===== src/pllbc_consts.svh =====
`ifndef PLLBC_CONSTS_SVH
`define PLLBC_CONSTS_SVH

// Reset images of the three control bytes.
`define PLLBC_CTL_RESET      8'h2F
`define PLLBC_BW_RESET       8'h00
`define PLLBC_MUL_RESET      8'h66

// Unimplemented low nibble of the loop control byte reads as ones.
`define PLLBC_CTL_LOW_ONES   4'hF

// Source clock cycles counted on each side during a base source change.
`define PLLBC_XFER_CYCLES    2'h3

// Range factor value that disables the loop.
`define PLLBC_RANGE_OFF      4'h0

// Feedback factor value that acts as one, and its substitute.
`define PLLBC_FB_ZERO        4'h0
`define PLLBC_FB_ONE         4'h1

`endif


===== src/pllbc_pkg.sv =====
package pllbc_pkg;

    // Loop control byte image, bit 7 down to bit 0.
    typedef struct packed {
        logic       lock_change_irq_enable;
        logic       lock_change_flag;
        logic       loop_power_on;
        logic       base_source_select;
        logic [3:0] unused;
    } pllbc_ctl_t;

    // Bandwidth control byte image, bit 7 down to bit 0.
    typedef struct packed {
        logic       auto_bandwidth;
        logic       lock;
        logic       filter_track_select;
        logic       spare;
        logic [3:0] unused;
    } pllbc_bw_t;

    // Loop multiplier byte image.
    typedef struct packed {
        logic [3:0] feedback_factor;
        logic [3:0] range_factor;
    } pllbc_mul_t;

    // Lock detector tolerance reports from the analog loop.
    typedef struct packed {
        logic in_lock_tol;
        logic out_unlock_tol;
        logic in_track_tol;
        logic out_untrack_tol;
    } pllbc_tol_t;

    typedef enum logic [1:0] {
        PLLBC_RUN,
        PLLBC_HOLD
    } pllbc_xfer_t;

endpackage : pllbc_pkg


===== src/pllbc_sync.sv =====
`timescale 1ns/10ps

module pllbc_sync (
    // Clock and reset
    input  wire logic clock,
    input  wire logic nrst,
    // Asynchronous input
    input  wire logic async_in,
    // Filtered level and its rising edge
    output logic      level,
    output logic      rise
);

    logic s1_reg;
    logic s2_reg;
    logic s3_reg;
    logic level_reg;
    logic rise_reg;
    logic level_next;
    logic rise_next;

    // A change is accepted only when the second and third stages agree.
    always_comb begin
        level_next = level_reg;
        if (s2_reg == s3_reg) begin
            level_next = s3_reg;
        end
        rise_next = level_next & ~level_reg;
    end

    always_ff @(posedge clock or negedge nrst) begin
        if (!nrst) begin
            s1_reg    <= 1'b0;
            s2_reg    <= 1'b0;
            s3_reg    <= 1'b0;
            level_reg <= 1'b0;
            rise_reg  <= 1'b0;
        end else begin
            s1_reg    <= async_in;
            s2_reg    <= s1_reg;
            s3_reg    <= s2_reg;
            level_reg <= level_next;
            rise_reg  <= rise_next;
        end
    end

    assign level = level_reg;
    assign rise  = rise_reg;

endmodule : pllbc_sync


===== src/pllbc_top.sv =====
// Summary of operation
// - Self-control mode lets the lock detector switch acquisition and tracking itself.
// - In self-control the track bit is read-only and shows the filter mode.
// - Track sets entering tracking tolerance, clears leaving wider untrack tolerance.
// - In self-control the lock bit is a read-only lock report.
// - Lock sets within lock tolerance, clears beyond the unlock tolerance.
// - With interrupt enable set, every lock toggle requests an interrupt.
// - In manual mode the track bit is written directly; one selects tracking.
// - Manual mode disables the lock indicator and all loop interrupts.
// - Upper multiplier nibble is the feedback divide factor.
// - Lower multiplier nibble is the linear range factor.
// - A feedback factor of zero acts as one.
// - Range factor zero disables the loop and forces the crystal source.
// - A change to the VCO waits three cycles of each clock, a return to the crystal three crystal cycles, output held still.
// - Transition output is halved for a 50 percent duty base clock.
// - The base source select bit picks crystal or VCO clock.
// - No VCO select while loop off; no loop off while VCO selected.
// - One write cannot both change loop power and change source select.
// - Select one means VCO halved, zero crystal halved; reset selects zero.
// - Flag sets on each lock toggle, reads zero in manual, read clears.
// - In manual mode the interrupt enable is unwritable, reads zero; reset clears.
// - Reset sets loop power on so the loop settles during power-up.
`timescale 1ns/10ps

`include "pllbc_consts.svh"

module pllbc_top (
    // Clock and reset
    input  wire logic                 clock,
    input  wire logic                 nrst,
    // Source clocks, asynchronous
    input  wire logic                 crystal_clock,
    input  wire logic                 vco_clock,
    // Lock detector reports, asynchronous
    input  wire pllbc_pkg::pllbc_tol_t tol_in,
    // Loop control byte access
    input  wire logic                 ctl_wr,
    input  wire pllbc_pkg::pllbc_ctl_t ctl_wdata,
    input  wire logic                 ctl_rd,
    output pllbc_pkg::pllbc_ctl_t     loop_control_reg,
    // Bandwidth control byte access
    input  wire logic                 bw_wr,
    input  wire pllbc_pkg::pllbc_bw_t  bw_wdata,
    output pllbc_pkg::pllbc_bw_t      bw_rdata,
    // Loop multiplier byte access
    input  wire logic                 mul_wr,
    input  wire pllbc_pkg::pllbc_mul_t mul_wdata,
    output pllbc_pkg::pllbc_mul_t     loop_multiplier_reg,
    // Analog loop controls
    output logic                      loop_enable,
    output logic                      filter_track_mode,
    output logic [3:0]                feedback_divide,
    output logic [3:0]                range_factor,
    // Clock and interrupt outputs
    output logic                      base_clock_out,
    output logic                      base_switching,
    output logic                      lock_irq_request
);

    import pllbc_pkg::*;

    // Synchronised views of every asynchronous input.
    logic       xtal_level;
    logic       xtal_rise;
    logic       vco_level;
    logic       vco_rise;
    logic [3:0] tol_raw;
    logic [3:0] tol_sync;
    pllbc_tol_t tol;

    assign tol_raw = tol_in;
    assign tol     = tol_sync;

    pllbc_sync u_sync_xtal (
        .clock    (clock),
        .nrst     (nrst),
        .async_in (crystal_clock),
        .level    (xtal_level),
        .rise     (xtal_rise)
    );

    pllbc_sync u_sync_vco (
        .clock    (clock),
        .nrst     (nrst),
        .async_in (vco_clock),
        .level    (vco_level),
        .rise     (vco_rise)
    );

    // The tolerance reports come from the loop domain.
    genvar gi;
    generate
        for (gi = 0; gi < 4; gi++) begin : g_tol
            pllbc_sync u_sync_tol (
                .clock    (clock),
                .nrst     (nrst),
                .async_in (tol_raw[gi]),
                .level    (tol_sync[gi]),
                .rise     ()
            );
        end
    endgenerate

    // Control and status state; the reset images are constants so reset loads fixed values.
    localparam pllbc_ctl_t ctl_reset_img = `PLLBC_CTL_RESET;
    localparam pllbc_bw_t  bw_reset_img  = `PLLBC_BW_RESET;
    localparam pllbc_mul_t mul_reset_img = `PLLBC_MUL_RESET;

    logic       irq_en_reg;
    logic       irq_en_next;
    logic       flag_reg;
    logic       flag_next;
    logic       power_reg;
    logic       power_next;
    logic       sel_reg;
    logic       sel_next;
    logic       auto_reg;
    logic       auto_next;
    logic       lock_reg;
    logic       lock_next;
    logic       track_reg;
    logic       track_next;
    logic       spare_reg;
    logic       spare_next;
    pllbc_mul_t mul_reg;
    pllbc_mul_t mul_next;
    logic       range_ok;
    logic       power_change;

    assign range_ok = (mul_reg.range_factor != `PLLBC_RANGE_OFF);

    always_comb begin
        irq_en_next  = irq_en_reg;
        flag_next    = flag_reg;
        power_next   = power_reg;
        sel_next     = sel_reg;
        auto_next    = auto_reg;
        lock_next    = lock_reg;
        track_next   = track_reg;
        spare_next   = spare_reg;
        mul_next     = mul_reg;
        power_change = 1'b0;

        if (bw_wr) begin
            auto_next  = bw_wdata.auto_bandwidth;
            spare_next = bw_wdata.spare;
            if (!auto_reg) begin
                track_next = bw_wdata.filter_track_select;
            end
        end

        // The multiplier is frozen while the loop runs.
        if (mul_wr && !power_reg) begin
            mul_next = mul_wdata;
        end

        if (ctl_wr) begin
            if (auto_reg) begin
                irq_en_next = ctl_wdata.lock_change_irq_enable;
            end
            // Power may only be dropped once the crystal is the source.
            if (!sel_reg) begin
                power_next = ctl_wdata.loop_power_on;
            end
            power_change = (power_next != power_reg);
            // A write that moves power leaves the source select alone.
            if (!power_change) begin
                sel_next = ctl_wdata.base_source_select;
            end
        end

        // The VCO cannot be selected with the loop off or the range at zero.
        if (!power_reg || !range_ok) begin
            sel_next = 1'b0;
        end

        // Self-control: hysteresis between the set and the clear tolerances.
        if (auto_reg) begin
            if (tol.in_track_tol) begin
                track_next = 1'b1;
            end else if (tol.out_untrack_tol) begin
                track_next = 1'b0;
            end
            if (tol.in_lock_tol) begin
                lock_next = 1'b1;
            end else if (tol.out_unlock_tol) begin
                lock_next = 1'b0;
            end
        end else begin
            lock_next = 1'b0;
        end

        // A toggle in the same cycle as the clearing read still sets the flag.
        if (ctl_rd) begin
            flag_next = 1'b0;
        end
        if (auto_reg && (lock_next != lock_reg)) begin
            flag_next = 1'b1;
        end

        if (!auto_next) begin
            irq_en_next = 1'b0;
            flag_next   = 1'b0;
        end
    end

    always_ff @(posedge clock or negedge nrst) begin
        if (!nrst) begin
            irq_en_reg <= ctl_reset_img.lock_change_irq_enable;
            flag_reg   <= ctl_reset_img.lock_change_flag;
            power_reg  <= ctl_reset_img.loop_power_on;
            sel_reg    <= ctl_reset_img.base_source_select;
            auto_reg   <= bw_reset_img.auto_bandwidth;
            lock_reg   <= bw_reset_img.lock;
            track_reg  <= bw_reset_img.filter_track_select;
            spare_reg  <= bw_reset_img.spare;
            mul_reg    <= mul_reset_img;
        end else begin
            irq_en_reg <= irq_en_next;
            flag_reg   <= flag_next;
            power_reg  <= power_next;
            sel_reg    <= sel_next;
            auto_reg   <= auto_next;
            lock_reg   <= lock_next;
            track_reg  <= track_next;
            spare_reg  <= spare_next;
            mul_reg    <= mul_next;
        end
    end

    // Read images come from the state flops, with the enable, flag and lock bits masked by self-control.
    always_comb begin
        loop_control_reg.lock_change_irq_enable = irq_en_reg & auto_reg;
        loop_control_reg.lock_change_flag       = flag_reg & auto_reg;
        loop_control_reg.loop_power_on          = power_reg;
        loop_control_reg.base_source_select     = sel_reg;
        loop_control_reg.unused                 = `PLLBC_CTL_LOW_ONES;
        bw_rdata.auto_bandwidth                 = auto_reg;
        bw_rdata.lock                           = lock_reg & auto_reg;
        bw_rdata.filter_track_select            = track_reg;
        bw_rdata.spare                          = spare_reg;
        bw_rdata.unused                         = 4'h0;
        loop_multiplier_reg                     = mul_reg;
    end

    assign lock_irq_request  = irq_en_reg & flag_reg & auto_reg;
    assign loop_enable       = power_reg & range_ok;
    assign filter_track_mode = track_reg;
    assign range_factor      = mul_reg.range_factor;
    assign feedback_divide   = (mul_reg.feedback_factor == `PLLBC_FB_ZERO) ?
                               `PLLBC_FB_ONE : mul_reg.feedback_factor;

    // Base clock selector.
    // The output toggles on each rising edge of the active source, which
    // halves it with a clean 50 percent duty whatever the source duty is.
    // During a change the output is frozen until the crystal, and the VCO too
    // when it is selected, has shown its cycles, so no runt pulse can reach the clock consumer.
    pllbc_xfer_t xfer_reg;
    pllbc_xfer_t xfer_next;
    logic        active_reg;
    logic        active_next;
    logic [1:0]  xcnt_reg;
    logic [1:0]  xcnt_next;
    logic [1:0]  vcnt_reg;
    logic [1:0]  vcnt_next;
    logic        out_reg;
    logic        out_next;
    logic        src_rise;

    assign src_rise = active_reg ? vco_rise : xtal_rise;

    always_comb begin
        xfer_next   = xfer_reg;
        active_next = active_reg;
        xcnt_next   = xcnt_reg;
        vcnt_next   = vcnt_reg;
        out_next    = out_reg;
        case (xfer_reg)
            PLLBC_RUN: begin
                if (sel_reg != active_reg) begin
                    xfer_next = PLLBC_HOLD;
                    xcnt_next = 2'h0;
                    vcnt_next = 2'h0;
                end else if (src_rise) begin
                    out_next = ~out_reg;
                end
            end
            PLLBC_HOLD: begin
                if (xtal_rise && (xcnt_reg != `PLLBC_XFER_CYCLES)) begin
                    xcnt_next = xcnt_reg + 2'h1;
                end
                if (vco_rise && (vcnt_reg != `PLLBC_XFER_CYCLES)) begin
                    vcnt_next = vcnt_reg + 2'h1;
                end
                // A dead VCO must not trap a return to the crystal.
                if ((xcnt_reg == `PLLBC_XFER_CYCLES) &&
                    ((vcnt_reg == `PLLBC_XFER_CYCLES) || !sel_reg)) begin
                    active_next = sel_reg;
                    xfer_next   = PLLBC_RUN;
                end
            end
            default: begin
                xfer_next   = PLLBC_RUN;
                active_next = 1'b0;
            end
        endcase
    end

    always_ff @(posedge clock or negedge nrst) begin
        if (!nrst) begin
            xfer_reg   <= PLLBC_RUN;
            active_reg <= 1'b0;
            xcnt_reg   <= 2'h0;
            vcnt_reg   <= 2'h0;
            out_reg    <= 1'b0;
        end else begin
            xfer_reg   <= xfer_next;
            active_reg <= active_next;
            xcnt_reg   <= xcnt_next;
            vcnt_reg   <= vcnt_next;
            out_reg    <= out_next;
        end
    end

    assign base_clock_out = out_reg;
    assign base_switching = (xfer_reg == PLLBC_HOLD);

endmodule : pllbc_top


===== config.mk =====
export PLATFORM = sky130hd
export DESIGN_NAME = pllbc_top
export DESIGN_NICKNAME = d
export VERILOG_FILES = /design/src/pllbc_pkg.sv /design/src/pllbc_sync.sv /design/src/pllbc_top.sv
export VERILOG_INCLUDE_DIRS = /design/src /design/src/src
export SDC_FILE = /design/constraint.sdc
export NUM_CORES = 1
export LEC_CHECK = 0
export BUFFER_PORTS_ARGS = -buffer_cell sky130_fd_sc_hd__clkbuf_2
export CELL_PAD_IN_SITES_DETAIL_PLACEMENT = 1
export CELL_PAD_IN_SITES_GLOBAL_PLACEMENT = 2
export CORE_ASPECT_RATIO = 1.5
export CORE_UTILIZATION = 28
export DETAILED_ROUTE_END_ITERATION = 10
export PLACE_DENSITY = 0.82
export SLEW_MARGIN = 10
export SYNTH_ARGS = -nofsm -noshare
export SYNTH_HDL_FRONTEND = slang
export SYNTH_SLANG_ARGS = --single-unit
export TNS_END_PERCENT = 100

===== constraint.sdc =====
create_clock -name clock -period 1.43 [get_ports clock]
set_input_delay 0.0715 -clock clock [delete_from_list [all_inputs] [get_ports clock]]
set_output_delay 0.0715 -clock clock [all_outputs]
set_load 0.005 [all_outputs]

# Word-level counts from Yosys, hierarchy flattened
# Cells that the tools add are included.
[totals] regBits=50 input_bits=36 out_inout_bits=37 elab_cells=134
[op_classes] addsub=2 eq_ne=22 muxes=34 bitwise_logic=13 reduce_logical=22
[ops] operator="$mux W1" count=24
[ops] operator="$pmux W2 S2" count=3
[ops] operator="$mux W2" count=5
[ops] operator="$ne A2 B2 Y1 const B" count=5
[ops] operator="$reduce_and A3 Y1" count=3
[ops] operator="$and A1 B1 Y1" count=8
[ops] operator="$ne A2 B1 Y1 const B" count=4
[ops] operator="$reduce_and A2 Y1" count=4
[ops] operator="$eq A1 B1 Y1" count=6
[ops] operator="$logic_and A1 B1 Y1" count=5
[ops] operator="$not A1 Y1" count=5
[ops] operator="$add A2 B1 Y2 const B" count=2
[ops] operator="$eq A2 B2 Y1 const B" count=2
[ops] operator="$logic_not A4 Y1" count=1
[ops] operator="$mux W4" count=1
[ops] operator="$reduce_bool A2 Y1" count=2
[ops] operator="$reduce_bool A4 Y1" count=1
[ops] operator="$logic_not A1 Y1" count=3
[ops] operator="$ne A1 B1 Y1" count=3
[ops] operator="$ne A3 B2 Y1 const B" count=1
[ops] operator="$eq A2 B1 Y1 const B" count=1
[ops] operator="$logic_not A2 Y1" count=1
[ops] operator="$logic_or A1 B1 Y1" count=2
[ops] operator="$pmux W1 S2" count=1

# Depth between registers and ports, before layout
[logic_depth] ltp_word=7 mapped_depth=4

# Modules after synthesis
# A second synthesis with hierarchy kept.
[hier_totals] hier_cells=155 hier_area_um2=2085.8
[modules_own_cells] mod="pllbc_top" n_inst=1 cells_each=113 area_each_um2=1207.4 seq_area_each_um2=581.8
[modules_own_cells] mod="pllbc_sync" n_inst=6 cells_each=7 area_each_um2=146.4 seq_area_each_um2=125.1

# Least setup slack after synthesis
# OpenSTA, ideal clock, no wires.
[synth_path] kind="reg-to-reg" from="register xcnt_reg[0]" to="register xcnt_reg[1]" setup_time_ps=121 t_arrival_ps=1216 path_slack_ps=93 stages_incl_launch_ff=5 path_buffers=0 synth_period_minus_slack_ps=1337 cell_sequence="dfrtp_1 -> ha_1 -> nand2b_1 -> mux2_2 -> a22o_1"
[synth_via] elab_chain_cells=4
[synth_rtl] item="from (decl)" line="pllbc_top.sv:262" source="logic [1:0] xcnt_reg;"
[synth_rtl] item="from (signal assigned)" line="pllbc_top.sv:319" source="xcnt_reg <= xcnt_next;"
[synth_rtl] item="branches (longest 4 deep; another with $add A2 B1 Y2)"
# Parallel ways; which one is timed is not known. The select of a mux whose other input is x is not followed.
# A chain may end at the register's enable or synchronous reset.

# Final worst setup path
[layout_path] from="register mul_reg, in the netlist range_factor[0]" to="output port loop_enable"
[layout_via] elab_chain_cells=2
[layout_rtl] item="from (decl)" line="pllbc_top.sv:125" source="pllbc_mul_t mul_reg;"
[layout_rtl] item="from (signal assigned)" line="pllbc_top.sv:217" source="mul_reg <= mul_reset_img;"
[layout_rtl] item="from (signal assigned)" line="pllbc_top.sv:227" source="mul_reg <= mul_next;"
[layout_rtl] item="$reduce_bool A4 Y1 (no line)"
[layout_rtl] item="$and A1 B1 Y1" line="pllbc_top.sv:247" source="assign loop_enable = power_reg & range_ok;"
[layout_rtl] item="to (decl)" line="pllbc_top.sv:50" source="output logic loop_enable,"
# No other way between the ends.

==> impl_metrics.prom <==
# TYPE chip_impl_metric gauge
chip_impl_info{name="status",value="finished, final reports clean"} 1
chip_impl_metric{name="max_freq",unit="GHz"} 0.738
chip_impl_metric{name="htree_num_levels",unit=""} 2
chip_impl_info{name="setup.worst_path.start_class",value="flop"} 1
chip_impl_metric{name="firstDrtPassIters",unit=""} 4
chip_impl_metric{name="detail_route.vias_per_cell",unit=""} 4.45
chip_impl_metric{name="adder_cell_share_of_the_synthesized_area",unit="%"} 4.37
chip_impl_metric{name="globalRouteTotalUtil",unit="%"} 11.6
chip_impl_metric{name="ys_seq_elements",unit=""} 49
chip_impl_metric{name="number_of_antenna_violations_at_the_first_check_in_global_routing",unit=""} 0
chip_impl_metric{name="fillerInstances",unit=""} 711
chip_impl_info{name="ys.flop_type",value="sky130_fd_sc_hd__dfrtp_1"} 1
chip_impl_metric{name="finClkSkew",unit="ns"} 0.0118
chip_impl_metric{name="post_synth_mux_area_share",unit="%"} 7.39
chip_impl_metric{name="post_synth_inst_count",unit=""} 146
chip_impl_metric{name="clkTransAtPathRegs",unit="ns"} 0.10
chip_impl_metric{name="floorplan.io_pins",unit=""} 73
chip_impl_metric{name="hold_violation_count_in_the_final_report",unit=""} 0
chip_impl_metric{name="synth-compound-area-share",unit="%"} 6.88
chip_impl_metric{name="number_of_synthesized_flops_with_an_enable_pin",unit=""} 0
chip_impl_metric{name="number_of_endpoints_failing_setup_at_the_final_stage",unit=""} 0
chip_impl_metric{name="die_area",unit="µm²"} 7300
chip_impl_metric{name="tightest_slew",unit="ns"} 0.512
chip_impl_metric{name="post_route_cells_drive_above_1_share",unit="%"} 44.4
chip_impl_metric{name="number_of_buffers_and_inverters_on_the_critical_path",unit=""} 1
chip_impl_metric{name="numClockSinks",unit=""} 49
chip_impl_metric{name="final.period_utilization",unit="%"} 94.8
chip_impl_metric{name="floorplan.rows",unit=""} 36
chip_impl_metric{name="detailed_place_hpwl",unit="mm"} 2.66
chip_impl_metric{name="pwr_density_cell",unit="nW/µm²"} 1350
chip_impl_metric{name="grt_start_max_net_pins",unit=""} 22
chip_impl_metric{name="core-area",unit="µm²"} 6620
chip_impl_metric{name="drc",unit=""} 0
chip_impl_metric{name="vias",unit=""} 1300
chip_impl_metric{name="wire_length_of_the_first_global_routing_pass",unit="mm"} 6.69
chip_impl_metric{name="synthesis.yosys.warnings",unit=""} 0
chip_impl_metric{name="cp_data_arrival_time",unit="ns"} 1.28
chip_impl_metric{name="ant_nets",unit=""} 0
chip_impl_info{name="type_of_the_worst_setup_path",value="flop to primary output"} 1
chip_impl_metric{name="initial_utilization",unit="%"} 29.4
chip_impl_metric{name="synth_async_sr_flop_share",unit="%"} 100
chip_impl_metric{name="grt_pass1_vias",unit=""} 1409
chip_impl_metric{name="timing.max_cap.violations",unit=""} 0
chip_impl_info{name="cts_tree",value="yes"} 1
chip_impl_metric{name="clock_path_buffers",unit=""} 2
chip_impl_metric{name="cp.required",unit="ns"} 1.36
chip_impl_info{name="crit_path_top_delay_cell",value="sky130_fd_sc_hd__o41a_1"} 1
chip_impl_info{name="timing.critical_path.cells",value="o41a_1 -> clkbuf_2"} 1
chip_impl_metric{name="io_buffer_count",unit=""} 54
chip_impl_info{name="path_delay_family",value="compound AO/OA/AOI/OAI gates"} 1
chip_impl_metric{name="min_period",unit="ns"} 1.36
chip_impl_metric{name="rd_place_congestion",unit=""} 0.724
chip_impl_metric{name="vdd_ir_drop_max",unit="mV"} 0.547
chip_impl_metric{name="share_of_the_yosys_chip_area_belonging_to_registers",unit="%"} 63.3
chip_impl_metric{name="post_synth_and_or_nand_nor_area_fraction",unit="%"} 7.46
chip_impl_info{name="critPathCaptureType",value="primary output"} 1
chip_impl_metric{name="routed_wirelength",unit="mm"} 3.91
chip_impl_info{name="classification_of_the_worst_slack_hold_path",value="input pin to flop"} 1
chip_impl_metric{name="syn_avg_cell_area",unit="µm²"} 13.3
chip_impl_metric{name="cell_area_synth",unit="µm²"} 1950
chip_impl_metric{name="total_leakage_power",unit="nW"} 1.22
chip_impl_metric{name="n_antenna_cell",unit=""} 0
chip_impl_info{name="synth_top_family_by_area",value="buffers and inverters"} 1
chip_impl_metric{name="cts_made_buffers",unit=""} 5
chip_impl_metric{name="syn_to_final_growth",unit="%"} 30.8
chip_impl_metric{name="die_width",unit="µm"} 70.1
chip_impl_metric{name="ys_types",unit=""} 34
chip_impl_metric{name="crit_fanout",unit=""} 2
chip_impl_metric{name="final_core_util",unit="%"} 38.5
chip_impl_info{name="clk_root_buffer_cell",value="sky130_fd_sc_hd__clkbuf_8"} 1
chip_impl_metric{name="first_iter_violations",unit=""} 24
chip_impl_info{name="most-common-layout-cells",value="54 x sky130_fd_sc_hd__clkbuf_2, 43 x sky130_fd_sc_hd__dfrtp_1, 16 x sky130_fd_sc_hd__dlygate4sd3_1"} 1
chip_impl_metric{name="post_synth_xor_area_fraction",unit="%"} 1.80
chip_impl_metric{name="final_net_count",unit=""} 253
chip_impl_metric{name="slew_headroom",unit="%"} 65.8
chip_impl_metric{name="clock_latency",unit="ns"} 0.31
chip_impl_metric{name="maxSlewViolCount",unit=""} 0
chip_impl_metric{name="floorplan.die.height",unit="µm"} 104
chip_impl_info{name="final_common_cell",value="sky130_fd_sc_hd__clkbuf_2"} 1
chip_impl_metric{name="critPathMaxStageDelay",unit="ns"} 0.44
chip_impl_metric{name="route.detailed.wl_per_inst",unit="µm"} 13.4
chip_impl_metric{name="fin_setup_tns",unit="ns"} 0
chip_impl_metric{name="globalRouteOverflowTotal",unit=""} 0
-- final cells by class --
class	instances	area (µm²)	area share (%)
Timing Repair Buffer	79	510	20.0
Clock buffer	5	68.8	2.70
Multi-Input combinational cell	77	598	23.5
Tap cell	76	95.1	3.73
Clock inverter	3	28.8	1.13
Inverter	3	11.3	0.442
Sequential cell	49	1230	48.5
-- layer usage --
| layer | up-vias | share of wire [%] | GRT usage, % |
|---|---|---|---|
| met5 | - | 0 | 0 |
| met4 | 0 | 0.84 | 3.86 |
| met3 | 4 | 6.6 | 3.97 |
| met2 | 56 | 52 | 19.6 |
| met1 | 637 | 40 | 13.7 |
| li1 | 603 | - | - |
-- metrics by stage --
| stage | worst slack [ns] | hold WS (ns) | instances | power (mW) | instance area, µm² |
|---|---|---|---|---|---|
| final | 0.0745 | 0.0139 | 292 | 3.45 | 2550 |
| after global routing | -0.00438 | 0.000434 | 292 | 3.68 | 2550 |
| after CTS | 0.00462 | 0.000171 | 289 | 3.44 | 2500 |
| after detailed placement | 0.0193 | 0.0746 | 265 | 2.51 | 2240 |
| after global placement | 0.0119 | 0.0663 | 265 | 2.46 | 2240 |
| after floorplan | 0.0931 | -0.224 | 152 | 2.23 | 1970 |
-- timing repair --
item,CTS,global route
hold buffers,16,0
gates resized for setup,0,6
setup endpoints to repair,0,13
endpoints found under the hold margin,29,0
setup buffers,0,3
-- worst paths after layout --
| path | startpoint | cells past startpoint | slack (ns) | endpoint |
|---|---|---|---|---|
| max | range_factor[0] | 2 | 0.07 | loop_enable |
| min | ctl_wdata[7] | 3 | 0.01 | irq_en_reg |
| max reg2reg | vcnt_reg[0] | 4 | 0.08 | vcnt_reg[1] |
| min reg2reg | u_sync_vco.s1_reg | 0 | 0.36 | u_sync_vco.s2_reg |
| max in group asynchronous | nrst | 3 | 0.59 | power_reg |
| min in group asynchronous | nrst | 2 | 0.26 | range_factor[0] |
-- kinds of logic after synthesis --
logic type	Yosys count
compound gates	18
xor+xnor	4
fa+ha+maj	8
buf+inv	26
flops	49
mux	13
other cells	2
simple gates	26
-- worst reg2reg max path, delay by kind of cell (launching register included) --
kind	cells	cell delay, ns
AND/OR/NAND/NOR	1	0.16
flip-flops	1	0.40
AO/OA/AOI/OAI	1	0.18
multiplexers	1	0.27
adder cells (fa/ha/maj)	1	0.24
-- power breakdown --
part / leakage, nW / switching, mW / internal [mW]
registers: 0.580 / 0.165 / 1.61
clock network: 0.0511 / 0.515 / 0.370
logic: 0.585 / 0.335 / 0.458
-- cells in the mapped netlist, types with 3 or more instances --
cell,count,area share (%)
sky130_fd_sc_hd__maj3_1,6,3.1
sky130_fd_sc_hd__nand2_1,5,0.96
sky130_fd_sc_hd__dfstp_2,5,6.7
sky130_fd_sc_hd__dfrtp_1,44,57
sky130_fd_sc_hd__a21oi_1,4,1.0
sky130_fd_sc_hd__nor2b_1,4,1.3
sky130_fd_sc_hd__mux2_2,11,6.4
sky130_fd_sc_hd__nor2_1,3,0.58
sky130_fd_sc_hd__buf_4,17,6.6
sky130_fd_sc_hd__a22o_1,4,1.8
sky130_fd_sc_hd__and2_1,3,0.96
sky130_fd_sc_hd__a31oi_1,3,0.96
sky130_fd_sc_hd__inv_1,3,0.58
sky130_fd_sc_hd__clkbuf_1,4,0.77
Note: power is estimated with default switching activity, not from simulation.
